[config.mk]
export PLATFORM = sky130hd
export DESIGN_NAME = ssp_serial_port
export DESIGN_NICKNAME = d
export VERILOG_FILES = /design/src/rtl/ssp_pkg.sv /design/src/rtl/ssp_sync2.sv /design/src/rtl/ssp_clk_div.sv /design/src/rtl/ssp_serial_port.sv
export SDC_FILE = /design/constraint.sdc
export NUM_CORES = 1
export LEC_CHECK = 0
export BUFFER_PORTS_ARGS = -buffer_cell sky130_fd_sc_hd__buf_4
export CAP_MARGIN = 30
export CORE_AREA = 10 10 115 117
export CTS_BUF_LIST = sky130_fd_sc_hd__clkbuf_4
export CTS_CLUSTER_SIZE = 10
export DETAILED_ROUTE_END_ITERATION = 6
export DIE_AREA = 0 0 125 127
export PLACE_DENSITY = 0.71
export SETUP_SLACK_MARGIN = 0.4
export SYNTH_ARGS = -nofsm -noshare
export SYNTH_HDL_FRONTEND = slang
export SYNTH_SLANG_ARGS = --single-unit
[constraint.sdc]
create_clock -name mclk -period 3.97 [get_ports mclk]
set_input_delay 0.1985 -clock mclk [delete_from_list [all_inputs] [get_ports mclk]]
set_output_delay 0.1985 -clock mclk [all_outputs]
set_load 0.05 [all_outputs]
[src/rtl/ssp_pkg.sv]
// Shared constants and state types for the serial port block
// ===========================================================
// Notes on behaviour
// - Transmit disable empties buffer, clears shifter
// - Receive disable keeps receive flags and data
// - Async clock output starts once selected
// - Enabled transmitter marks; receiver awaits start
// - Pending byte loads shifter, buffer marked empty
// - Frame: start, data LSB first, extra, stops
// - After stop: next byte or done flag
// - Receiver syncs on start, shifts LSB first
// - Parity checked; only first stop checked
// - Clean frame stored, buffer marked full
// - Frame into full buffer sets overrun, keeps old byte
// - Stop or parity error still stores byte
// - Error flags block reception and full flag
// - Receive full and error requests when enabled
// - Discard until matching identifier arrives
// - Multiprocessor format drops the parity bit
// - Sync: change on fall, sample on rise
// - Sync: eight bits, no extra bit
// - Sync internal clock: eight pulses, idle high
// - Async sample on eighth of sixteen ticks
package ssp_pkg;
   // ========================================================
   // Bit timing
   localparam logic [3:0] PH_LAST = 4'hf;
   localparam logic [3:0] PH_HIGH = 4'h8;
   localparam logic [3:0] PH_RISE = 4'h7;
   localparam logic [3:0] SAMPLE_TICK = 4'h7;
   localparam logic [3:0] DET_CNT = 4'h1;
   localparam logic [3:0] SYNC_BITS = 4'h8;
   localparam logic [3:0] SY_LAST = 4'h1;
   localparam logic [3:0] SY_IDLE = 4'h0;
   // ========================================================
   // Character layout and reset values
   localparam logic [2:0] LAST7 = 3'h6;
   localparam logic [2:0] LAST8 = 3'h7;
   localparam logic [2:0] BIT_FIRST = 3'h0;
   localparam logic [7:0] MASK7 = 8'h7f;
   localparam logic [7:0] MASK8 = 8'hff;
   localparam logic [7:0] BUF_RST = 8'h00;
   // ========================================================
   // State types
   typedef enum logic [4:0] {
      TX_MARK = 5'h01, TX_START = 5'h02, TX_DATA = 5'h04, TX_EXTRA = 5'h08, TX_STOP = 5'h10
   } ssp_tx_state_t;
   typedef enum logic [4:0] {
      RX_IDLE = 5'h01, RX_START = 5'h02, RX_DATA = 5'h04, RX_EXTRA = 5'h08, RX_STOP = 5'h10
   } ssp_rx_state_t;
endpackage : ssp_pkg

[src/rtl/ssp_sync2.sv]
// Two-stage synchroniser for asynchronous pin inputs
`timescale 1ns/100ps
module ssp_sync2 #(
   parameter int W = 1
) (
   input wire logic mclk,
   input wire logic rst_n,
   input wire logic [W-1:0] d,
   output logic [W-1:0] q
);
   logic [W-1:0] meta;

   // ========================================================
   // First stage feeds only the second stage
   always_ff @(posedge mclk) begin
      if (!rst_n) begin
         meta <= '1; // Pins idle high, so no false edge after reset
         q <= '1;
      end else begin
         meta <= d;
         q <= meta;
      end
   end
endmodule : ssp_sync2

[src/rtl/ssp_clk_div.sv]
// Baud divider giving a one-cycle enable at sixteen times the bit rate
`timescale 1ns/100ps
module ssp_clk_div #(
   parameter int W = 8
) (
   input wire logic mclk,
   input wire logic rst_n,
   input wire logic [W-1:0] div,
   output logic tick
);
   logic [W-1:0] cnt;

   // ========================================================
   // Pulse once every div+1 clocks
   always_ff @(posedge mclk) begin
      if (!rst_n) begin
         cnt <= '0;
         tick <= 1'b0;
      end else if (cnt >= div) begin
         cnt <= '0;
         tick <= 1'b1;
      end else begin
         cnt <= cnt + 1'b1;
         tick <= 1'b0;
      end
   end
endmodule : ssp_clk_div

[src/rtl/ssp_serial_port.sv]
// Serial port: async and sync transmitter, receiver and clock pin
`timescale 1ns/100ps
module ssp_serial_port #(
   parameter int DIV_W = 8
) (
   input wire logic mclk,
   input wire logic rst_n,
   input wire logic tx_enable,
   input wire logic rx_enable,
   input wire logic sync_mode,
   input wire logic char7,
   input wire logic parity_en,
   input wire logic parity_odd_sel,
   input wire logic mp_mode,
   input wire logic two_stop,
   input wire logic clk_src_ext,
   input wire logic clk_out_en,
   input wire logic [DIV_W-1:0] baud_divisor,
   input wire logic tx_write,
   input wire logic [7:0] tx_wdata,
   input wire logic addr_flag_tx,
   input wire logic rx_full_clr,
   input wire logic overrun_clr,
   input wire logic parity_clr,
   input wire logic frame_clr,
   input wire logic rx_irq_en,
   input wire logic tx_empty_irq_en,
   input wire logic tx_done_irq_en,
   input wire logic [7:0] own_id,
   input wire logic rxd,
   input wire logic sck_in,
   output logic txd,
   output logic sck_out,
   output logic sck_oe,
   output logic tx_buf_empty,
   output logic tx_done_flag,
   output logic rx_buf_full,
   output logic [7:0] rx_buf,
   output logic overrun_err,
   output logic parity_err,
   output logic frame_err,
   output logic addr_flag_bit,
   output logic mp_waiting,
   output logic tx_empty_irq,
   output logic tx_done_irq,
   output logic rx_full_irq,
   output logic rx_err_irq
);
   // ========================================================
   // Declarations
   ssp_pkg::ssp_tx_state_t tx_state;
   ssp_pkg::ssp_rx_state_t rx_state;
   logic [1:0] pin_s;
   logic rxd_s, sck_s, sck_d, sck_rise, sck_fall;
   logic div_tick, tick16, ph_end, sync_int, sy_bound, sy_demand;
   logic [3:0] ph, sy_bits, rx_cnt;
   logic [7:0] tx_buf, tx_shifter, rx_shifter, data_mask, rx_data;
   logic [2:0] data_last, tx_bitn, tx_bitn_nx, rx_bitn;
   logic tx_extra, tx_stopn, stop_last, has_extra, err_any;
   logic tx_step, tx_load_ok, tx_end_char, tx_take, tx_fin;
   logic bit_rise, rx_samp, rx_extra, stop_ok, rx_fin, rx_keep, par_bad, mp_active;

   // ========================================================
   // Pin synchronisers and clock sources
   ssp_sync2 #(.W(2)) u_pin_sync (
      .mclk(mclk),
      .rst_n(rst_n),
      .d({sck_in, rxd}),
      .q(pin_s)
   );

   ssp_clk_div #(.W(DIV_W)) u_baud (
      .mclk(mclk),
      .rst_n(rst_n),
      .div(baud_divisor),
      .tick(div_tick)
   );

   assign rxd_s = pin_s[0];
   assign sck_s = pin_s[1];
   assign sck_rise = sck_s & ~sck_d;
   assign sck_fall = ~sck_s & sck_d;
   assign tick16 = (clk_src_ext & ~sync_mode) ? sck_rise : div_tick;
   assign ph_end = tick16 & (ph == ssp_pkg::PH_LAST);
   assign sync_int = sync_mode & ~clk_src_ext;
   assign sy_bound = ~sync_int | (sy_bits <= ssp_pkg::SY_LAST);

   // Previous clock pin level for edge finding
   always_ff @(posedge mclk) begin
      if (!rst_n) begin
         sck_d <= 1'b1;
      end else begin
         sck_d <= sck_s;
      end
   end

   // Free-running bit phase, sixteen ticks per bit
   always_ff @(posedge mclk) begin
      if (!rst_n) begin
         ph <= '0;
      end else if (tick16) begin
         ph <= ph + 4'h1;
      end
   end

   // ========================================================
   // Format decode
   assign err_any = overrun_err | parity_err | frame_err;
   assign data_last = (char7 & ~sync_mode) ? ssp_pkg::LAST7 : ssp_pkg::LAST8;
   assign data_mask = (char7 & ~sync_mode) ? ssp_pkg::MASK7 : ssp_pkg::MASK8;
   assign has_extra = ~sync_mode & (mp_mode | parity_en);
   assign mp_active = mp_mode & ~sync_mode;

   // ========================================================
   // Serial clock pin
   assign sy_demand = tx_load_ok | (rx_enable & ~err_any);

   // Character window of eight clock pulses in internal sync mode
   always_ff @(posedge mclk) begin
      if (!rst_n || !sync_int) begin
         sy_bits <= ssp_pkg::SY_IDLE;
      end else if (ph_end) begin
         if (sy_bits > ssp_pkg::SY_LAST) begin
            sy_bits <= sy_bits - 4'h1;
         end else begin
            sy_bits <= sy_demand ? ssp_pkg::SYNC_BITS : ssp_pkg::SY_IDLE;
         end
      end
   end

   // Drive clock pin: bit-rate clock in async, bursts in sync
   always_ff @(posedge mclk) begin
      if (!rst_n) begin
         sck_oe <= 1'b0;
         sck_out <= 1'b1;
      end else begin
         sck_oe <= ~clk_src_ext & (sync_mode | clk_out_en);
         if (sync_mode && sy_bits == ssp_pkg::SY_IDLE) begin
            sck_out <= 1'b1;
         end else begin
            sck_out <= (ph >= ssp_pkg::PH_HIGH);
         end
      end
   end

   // ========================================================
   // Transmitter
   assign tx_step = (sync_mode & clk_src_ext) ? sck_fall : ph_end;
   assign tx_load_ok = tx_enable & ~tx_buf_empty & ~(sync_mode & err_any);
   assign stop_last = ~two_stop | tx_stopn;
   assign tx_end_char = (tx_state == ssp_pkg::TX_STOP && stop_last) ||
                        (sync_mode && tx_state == ssp_pkg::TX_DATA && tx_bitn == data_last);
   assign tx_take = tx_step & tx_load_ok &
                    ((tx_state == ssp_pkg::TX_MARK && sy_bound) || tx_end_char);
   assign tx_fin = tx_step & tx_enable & ~tx_load_ok & tx_end_char;
   assign tx_bitn_nx = tx_bitn + 3'h1;

   // Transmit sequencer
   always_ff @(posedge mclk) begin
      if (!rst_n || !tx_enable) begin
         tx_state <= ssp_pkg::TX_MARK;
         txd <= 1'b1;
         tx_bitn <= ssp_pkg::BIT_FIRST;
         tx_stopn <= 1'b0;
      end else if (tx_take) begin
         tx_bitn <= ssp_pkg::BIT_FIRST;
         tx_stopn <= 1'b0;
         if (sync_mode) begin
            tx_state <= ssp_pkg::TX_DATA;
            txd <= tx_buf[0];
         end else begin
            tx_state <= ssp_pkg::TX_START;
            txd <= 1'b0;
         end
      end else if (tx_step) begin
         unique case (tx_state)
            ssp_pkg::TX_MARK: begin
               txd <= txd;
            end
            ssp_pkg::TX_START: begin
               tx_state <= ssp_pkg::TX_DATA;
               txd <= tx_shifter[0];
            end
            ssp_pkg::TX_DATA: begin
               if (tx_bitn == data_last) begin
                  if (sync_mode) begin
                     tx_state <= ssp_pkg::TX_MARK;
                  end else if (has_extra) begin
                     tx_state <= ssp_pkg::TX_EXTRA;
                     txd <= tx_extra;
                  end else begin
                     tx_state <= ssp_pkg::TX_STOP;
                     txd <= 1'b1;
                  end
               end else begin
                  tx_bitn <= tx_bitn_nx;
                  txd <= tx_shifter[tx_bitn_nx];
               end
            end
            ssp_pkg::TX_EXTRA: begin
               tx_state <= ssp_pkg::TX_STOP;
               txd <= 1'b1;
            end
            ssp_pkg::TX_STOP: begin
               if (!stop_last) begin
                  tx_stopn <= 1'b1;
               end else begin
                  tx_state <= ssp_pkg::TX_MARK;
               end
            end
         endcase
      end
   end

   // Shift register and parity or address flag
   always_ff @(posedge mclk) begin
      if (!rst_n || !tx_enable) begin
         tx_shifter <= ssp_pkg::BUF_RST;
         tx_extra <= 1'b1;
      end else if (tx_take) begin
         tx_shifter <= tx_buf & data_mask;
         if (mp_mode) begin
            tx_extra <= addr_flag_tx;
         end else begin
            tx_extra <= ^(tx_buf & data_mask) ^ parity_odd_sel;
         end
      end
   end

   // Transmit buffer and its flags, set beats clear
   always_ff @(posedge mclk) begin
      if (!rst_n) begin
         tx_buf <= ssp_pkg::BUF_RST;
         tx_buf_empty <= 1'b1;
         tx_done_flag <= 1'b1;
      end else begin
         if (tx_write) begin
            tx_buf <= tx_wdata;
         end
         if (!tx_enable || tx_take) begin
            tx_buf_empty <= 1'b1;
         end else if (tx_write) begin
            tx_buf_empty <= 1'b0;
         end
         if (tx_fin) begin
            tx_done_flag <= 1'b1;
         end else if (tx_write) begin
            tx_done_flag <= 1'b0;
         end
      end
   end

   // ========================================================
   // Receiver
   assign bit_rise = clk_src_ext ? sck_rise
                                 : (tick16 & (ph == ssp_pkg::PH_RISE) & (sy_bits != ssp_pkg::SY_IDLE));
   assign rx_samp = sync_mode ? bit_rise
                              : (tick16 & (rx_cnt == ssp_pkg::SAMPLE_TICK) &
                                 (rx_state != ssp_pkg::RX_IDLE));

   // Receive sequencer, held idle while disabled or in error
   always_ff @(posedge mclk) begin
      if (!rst_n || !rx_enable || err_any) begin
         rx_state <= ssp_pkg::RX_IDLE;
         rx_cnt <= '0;
         rx_bitn <= ssp_pkg::BIT_FIRST;
      end else begin
         if (tick16) begin
            rx_cnt <= rx_cnt + 4'h1;
         end
         unique case (rx_state)
            ssp_pkg::RX_IDLE: begin
               if (sync_mode) begin
                  if (clk_src_ext || (ph_end && sy_bound)) begin
                     rx_state <= ssp_pkg::RX_DATA;
                     rx_bitn <= ssp_pkg::BIT_FIRST;
                  end
               end else if (tick16 && !rxd_s) begin
                  rx_state <= ssp_pkg::RX_START;
                  rx_cnt <= ssp_pkg::DET_CNT;
               end
            end
            ssp_pkg::RX_START: begin
               if (rx_samp) begin
                  rx_state <= rxd_s ? ssp_pkg::RX_IDLE : ssp_pkg::RX_DATA;
                  rx_bitn <= ssp_pkg::BIT_FIRST;
               end
            end
            ssp_pkg::RX_DATA: begin
               if (rx_samp) begin
                  if (rx_bitn == data_last) begin
                     rx_bitn <= ssp_pkg::BIT_FIRST;
                     if (!sync_mode) begin
                        rx_state <= has_extra ? ssp_pkg::RX_EXTRA : ssp_pkg::RX_STOP;
                     end
                  end else begin
                     rx_bitn <= rx_bitn + 3'h1;
                  end
               end
            end
            ssp_pkg::RX_EXTRA: begin
               if (rx_samp) begin
                  rx_state <= ssp_pkg::RX_STOP;
               end
            end
            ssp_pkg::RX_STOP: begin
               if (rx_samp) begin
                  rx_state <= ssp_pkg::RX_IDLE;
               end
            end
         endcase
      end
   end

   // Receive shifter, extra bit, stop check and frame end
   always_ff @(posedge mclk) begin
      if (!rst_n) begin
         rx_shifter <= ssp_pkg::BUF_RST;
         rx_extra <= 1'b0;
         stop_ok <= 1'b1;
         rx_fin <= 1'b0;
      end else begin
         rx_fin <= rx_samp & rx_enable & ~err_any &
                   ((rx_state == ssp_pkg::RX_STOP) ||
                    (sync_mode && rx_state == ssp_pkg::RX_DATA && rx_bitn == data_last));
         if (rx_state == ssp_pkg::RX_START) begin
            rx_shifter <= ssp_pkg::BUF_RST;
         end else if (rx_samp && rx_state == ssp_pkg::RX_DATA) begin
            rx_shifter[rx_bitn] <= rxd_s;
         end
         if (rx_samp && rx_state == ssp_pkg::RX_EXTRA) begin
            rx_extra <= rxd_s;
         end
         if (sync_mode) begin
            stop_ok <= 1'b1;
         end else if (rx_samp && rx_state == ssp_pkg::RX_STOP) begin
            stop_ok <= rxd_s;
         end
      end
   end

   assign rx_data = rx_shifter & data_mask;
   assign par_bad = has_extra & ~mp_mode & (^rx_data ^ rx_extra ^ parity_odd_sel);
   assign rx_keep = rx_fin & ~(mp_active & (rx_extra | mp_waiting));

   // Receive buffer, status flags and address filter
   always_ff @(posedge mclk) begin
      if (!rst_n) begin
         rx_buf <= ssp_pkg::BUF_RST;
         rx_buf_full <= 1'b0;
         overrun_err <= 1'b0;
         parity_err <= 1'b0;
         frame_err <= 1'b0;
         addr_flag_bit <= 1'b0;
         mp_waiting <= 1'b1;
      end else begin
         if (rx_fin && mp_active) begin
            addr_flag_bit <= rx_extra;
         end
         if (!mp_active) begin
            mp_waiting <= 1'b1;
         end else if (rx_fin && rx_extra) begin
            mp_waiting <= (rx_data != own_id);
         end
         if (rx_keep && !rx_buf_full) begin
            rx_buf <= rx_data;
         end
         if (rx_keep && !rx_buf_full && stop_ok && !par_bad) begin
            rx_buf_full <= 1'b1;
         end else if (rx_full_clr) begin
            rx_buf_full <= 1'b0;
         end
         if (rx_keep && rx_buf_full) begin
            overrun_err <= 1'b1;
         end else if (overrun_clr) begin
            overrun_err <= 1'b0;
         end
         if (rx_keep && !stop_ok) begin
            frame_err <= 1'b1;
         end else if (frame_clr) begin
            frame_err <= 1'b0;
         end
         if (rx_keep && par_bad) begin
            parity_err <= 1'b1;
         end else if (parity_clr) begin
            parity_err <= 1'b0;
         end
      end
   end

   // ========================================================
   // Interrupt request levels
   assign tx_empty_irq = tx_buf_empty & tx_empty_irq_en;
   assign tx_done_irq = tx_done_flag & tx_done_irq_en;
   assign rx_full_irq = rx_buf_full & rx_irq_en;
   assign rx_err_irq = err_any & rx_irq_en;
endmodule : ssp_serial_port

==> results.cfg <==
[sta]
finalCritPeriodShare = 0.674
worst_pin_slew_ns = 0.916
drv_slew = 0
finClkSkew_ns = 0.0271
max_slew_margin = 0.386
setup_violations = 0
fin_crit_ns = 2.68
finalSetupTns_ns = 0
hold_viol_final = 0
fin_ws_ns = 1.29
rsz0062_at_grt = false
timing.fmax_mhz = 373

[power]
cellLeakagePower_nw = 2.33
power-per-cell-area_nw_per_um2 = 291
peakVddDrop_v = 0.000150

[critical_path]
cpMaxStageDelayCell = o211ai_1
worstSetupEndpoint = tx_state[0]
worstSetupPathType = register to register
r2r_setup_slack_ns = 1.29
end_kind = register
r2r_cells = 8
crit_chain = inv_1 -> ha_1 -> or2_2 -> a21oi_1 -> nor2_1 -> o211ai_1 -> nand2_1 -> o311ai_0
critPathLaunchType = register
worst_ep_required_time_ns = 4.30
cp_max_fo = 11
timing.rr.end = tx_state[0]
r2r-start = sy_bits[0]
crit_path_start = sy_bits[0]
max_stage_delay_ns = 0.76
worstPathArrival_ns = 3.01

[cts]
clock-root-buffer = clkbuf_4
cts_tree = built
post_cts_resized = 0
clk_latency_ns = 0.46
cts.path.max_buffers = 2
cts_htree_levels = 3
clk_pin_slew_ns = 0.15
cts.sinks = 90
cts_setup_buffers = 0
numCtsBuffers = 9

[global_route]
grt_pass1_wl_um = 19900
antenna_found_initial = 1
grt_pass1_vias = 4111
gr-total-overflow = 0
grt_max_degree = 37
grt_use_total = 0.146

[detailed_routing]
vias = 4215
wirelength_um = 12100
firstDrtPassIters = 5
drc = 0
antenna_left = 0
drt_iter0_drc = 383
wl_per_cell_um = 15.5
viasPerCell = 5.40

[synth]
syn-cell-area_um2 = 4780
synth_top_area_frac = 0.377
synth_area_leader_cell = dfxtp_1
synth-seq-area-share = 0.377
post_synth.cell_area_avg_um2 = 8.62
ys.flop_type = dfxtp_1
ys_ff_latch = 90
synth_area_leaders = dfxtp_1 (38%), mux2i_1 (7.1%), nand2_1 (4.6%)
ys_types = 65
synth_commonest_cells = dfxtp_1 (90), nand2_1 (58), nor2_1 (57)
yosysMostFrequentCell = dfxtp_1
syn_inst = 555
syn_nets = 618
yosys_warnings = 0
ys_async_sr_fraction = 0
synth_edf_count = 0

[finish]
fin_nets = 694
drive_gt1_frac = 0.160
num-fill-cells = 1078
utilization = 0.510
syn_to_final_growth_pct = 18.6

[die]
core_um2 = 11100
die_area_um2 = 15900
initial_utilization = 0.430
num_io_pins = 70
die_y_um = 127
fp.dieW_um = 125
num_rows = 39

[placement]
io_buffers = 69
gp_congestion = 0.951
dp_hpwl_um = 9020
dp_slack_ns = 1.28

[hold_path]
hold_path_class = input port to register

[run_status]
outcome = complete, no violations

[job]
drv_cap = 0
==> registers in the layout, summed over array words and instances (netlist names), 2 cells and up <==
signal,flops
u_pin_sync.q,2
u_pin_sync.meta,2
rx_buf,8
u_baud.cnt,8
ph,4
rx_cnt,4
rx_bitn,3
rx_state,5
rx_shifter,8
tx_bitn,3
tx_shifter,8
sy_bits,4
tx_state,5
tx_buf,8
==> worst max-delay path: cells and delay by family, from the launching register on <==
kind,cells,cell delay (ns)
flip-flops,1,0.44
AO/OA/AOI/OAI,3,1.33
AND/OR/NAND/NOR,3,0.51
buffers and inverters,1,0.07
adder cells (fa/ha/maj),1,0.21
==> metrics by stage <==
stage | instance area [um^2] | cells | total power [mW] | hold slack (ns)
CTS | 5670 | 779 | 1.67 | 0.00234
global route | 5680 | 780 | 1.73 | 0.0306
finish | 5680 | 780 | 1.65 | 0.00621
detailed placement | 5410 | 750 | 1.16 | 0.385
floorplan | 4780 | 555 | 1.08 | 0.278
global placement | 5410 | 750 | 1.15 | 0.383
==> worst min-delay path by stage <==
stage           startpoint     endpoint  slack, ns  depth (start not counted)
5_1_grt        overrun_clr  overrun_err       0.03                          3
6_report       tx_wdata[0]    tx_buf[0]      0.006                          3
2_1_floorplan  clk_src_ext       sck_oe       0.28                          1
3_5_place_dp   rx_full_clr  rx_buf_full       0.39                          2
3_3_place_gp    parity_clr   parity_err       0.38                          2
4_1_cts        tx_wdata[0]    tx_buf[0]      0.002                          3
==> metal layers <==
layer / track usage / vias to the layer above / share of wire
li1: - / 2118 / -
met1: 0.182 / 1973 / 0.45
met2: 0.249 / 112 / 0.49
met3: 0.0302 / 12 / 0.048
met4: 0.0434 / 0 / 0.014
met5: 0 / - / 0
==> logic make-up (layout without fill, tap and decap cells) <==
logic type,after synthesis,count (layout),synth area share
multiplexers,37,37,0.0829
AND/OR/NAND/NOR,225,225,0.232
XOR/XNOR,40,40,0.0790
adder cells (fa/ha/maj),16,16,0.0418
buffers and inverters,38,119,0.0322
AO/OA/AOI/OAI,109,109,0.156
other,0,1,0
flip-flops,90,90,0.377
==> layout make-up <==
class | count | area (um^2) | area share
tap | 143 | 179 | 0.0315
timing repair buffer | 82 | 648 | 0.114
clock buffer | 9 | 67.6 | 0.0119
multi-input combinational | 427 | 2830 | 0.498
antenna | 1 | 2.50 | 0.000441
clock inverter | 7 | 70.1 | 0.0123
sequential | 90 | 1800 | 0.317
inverter | 21 | 78.8 | 0.0139
==> placed cells by master, fill, tap and decap left out, types with 3 or more instances in the layout <==
master         Yosys  layout
o211ai_1           5       5
inv_6              0       4
a31oi_1            3       3
nand2b_1          11      11
and2_1            10      10
or2_2              6       6
nor2_1            57      57
a211oi_1          11      11
ha_1              16      16
nor2b_1           10      10
nand2_1           58      58
mux2i_1           34      34
xor2_1            14      14
clkbuf_4           0       9
dlygate4sd3_1      0      13
nor3b_1            3       3
inv_1             20      20
a21o_1             3       3
or3_1              5       5
dfxtp_1           90      90
nand3b_1           3       3
nor3_1            13      13
nand4_1            8       8
o21ai_0           28      28
and3_1             6       6
nand3_1           23      23
buf_4              1      69
a21oi_1           28      28
xnor2_1           24      24
==> what timing repair did <==
item	in CTS	in global routing
endpoints found under the setup margin	0	0
hold buffers	13	0
endpoints found under the hold margin	13	0
==> where the power goes <==
group          total (mW)  internal (mW)  switching [mW]
combinational       0.215          0.102           0.113
sequential          0.934          0.919          0.0150
clock               0.505          0.147           0.358
total                1.65           1.17           0.485
Power figures use the tool's default switching activity.
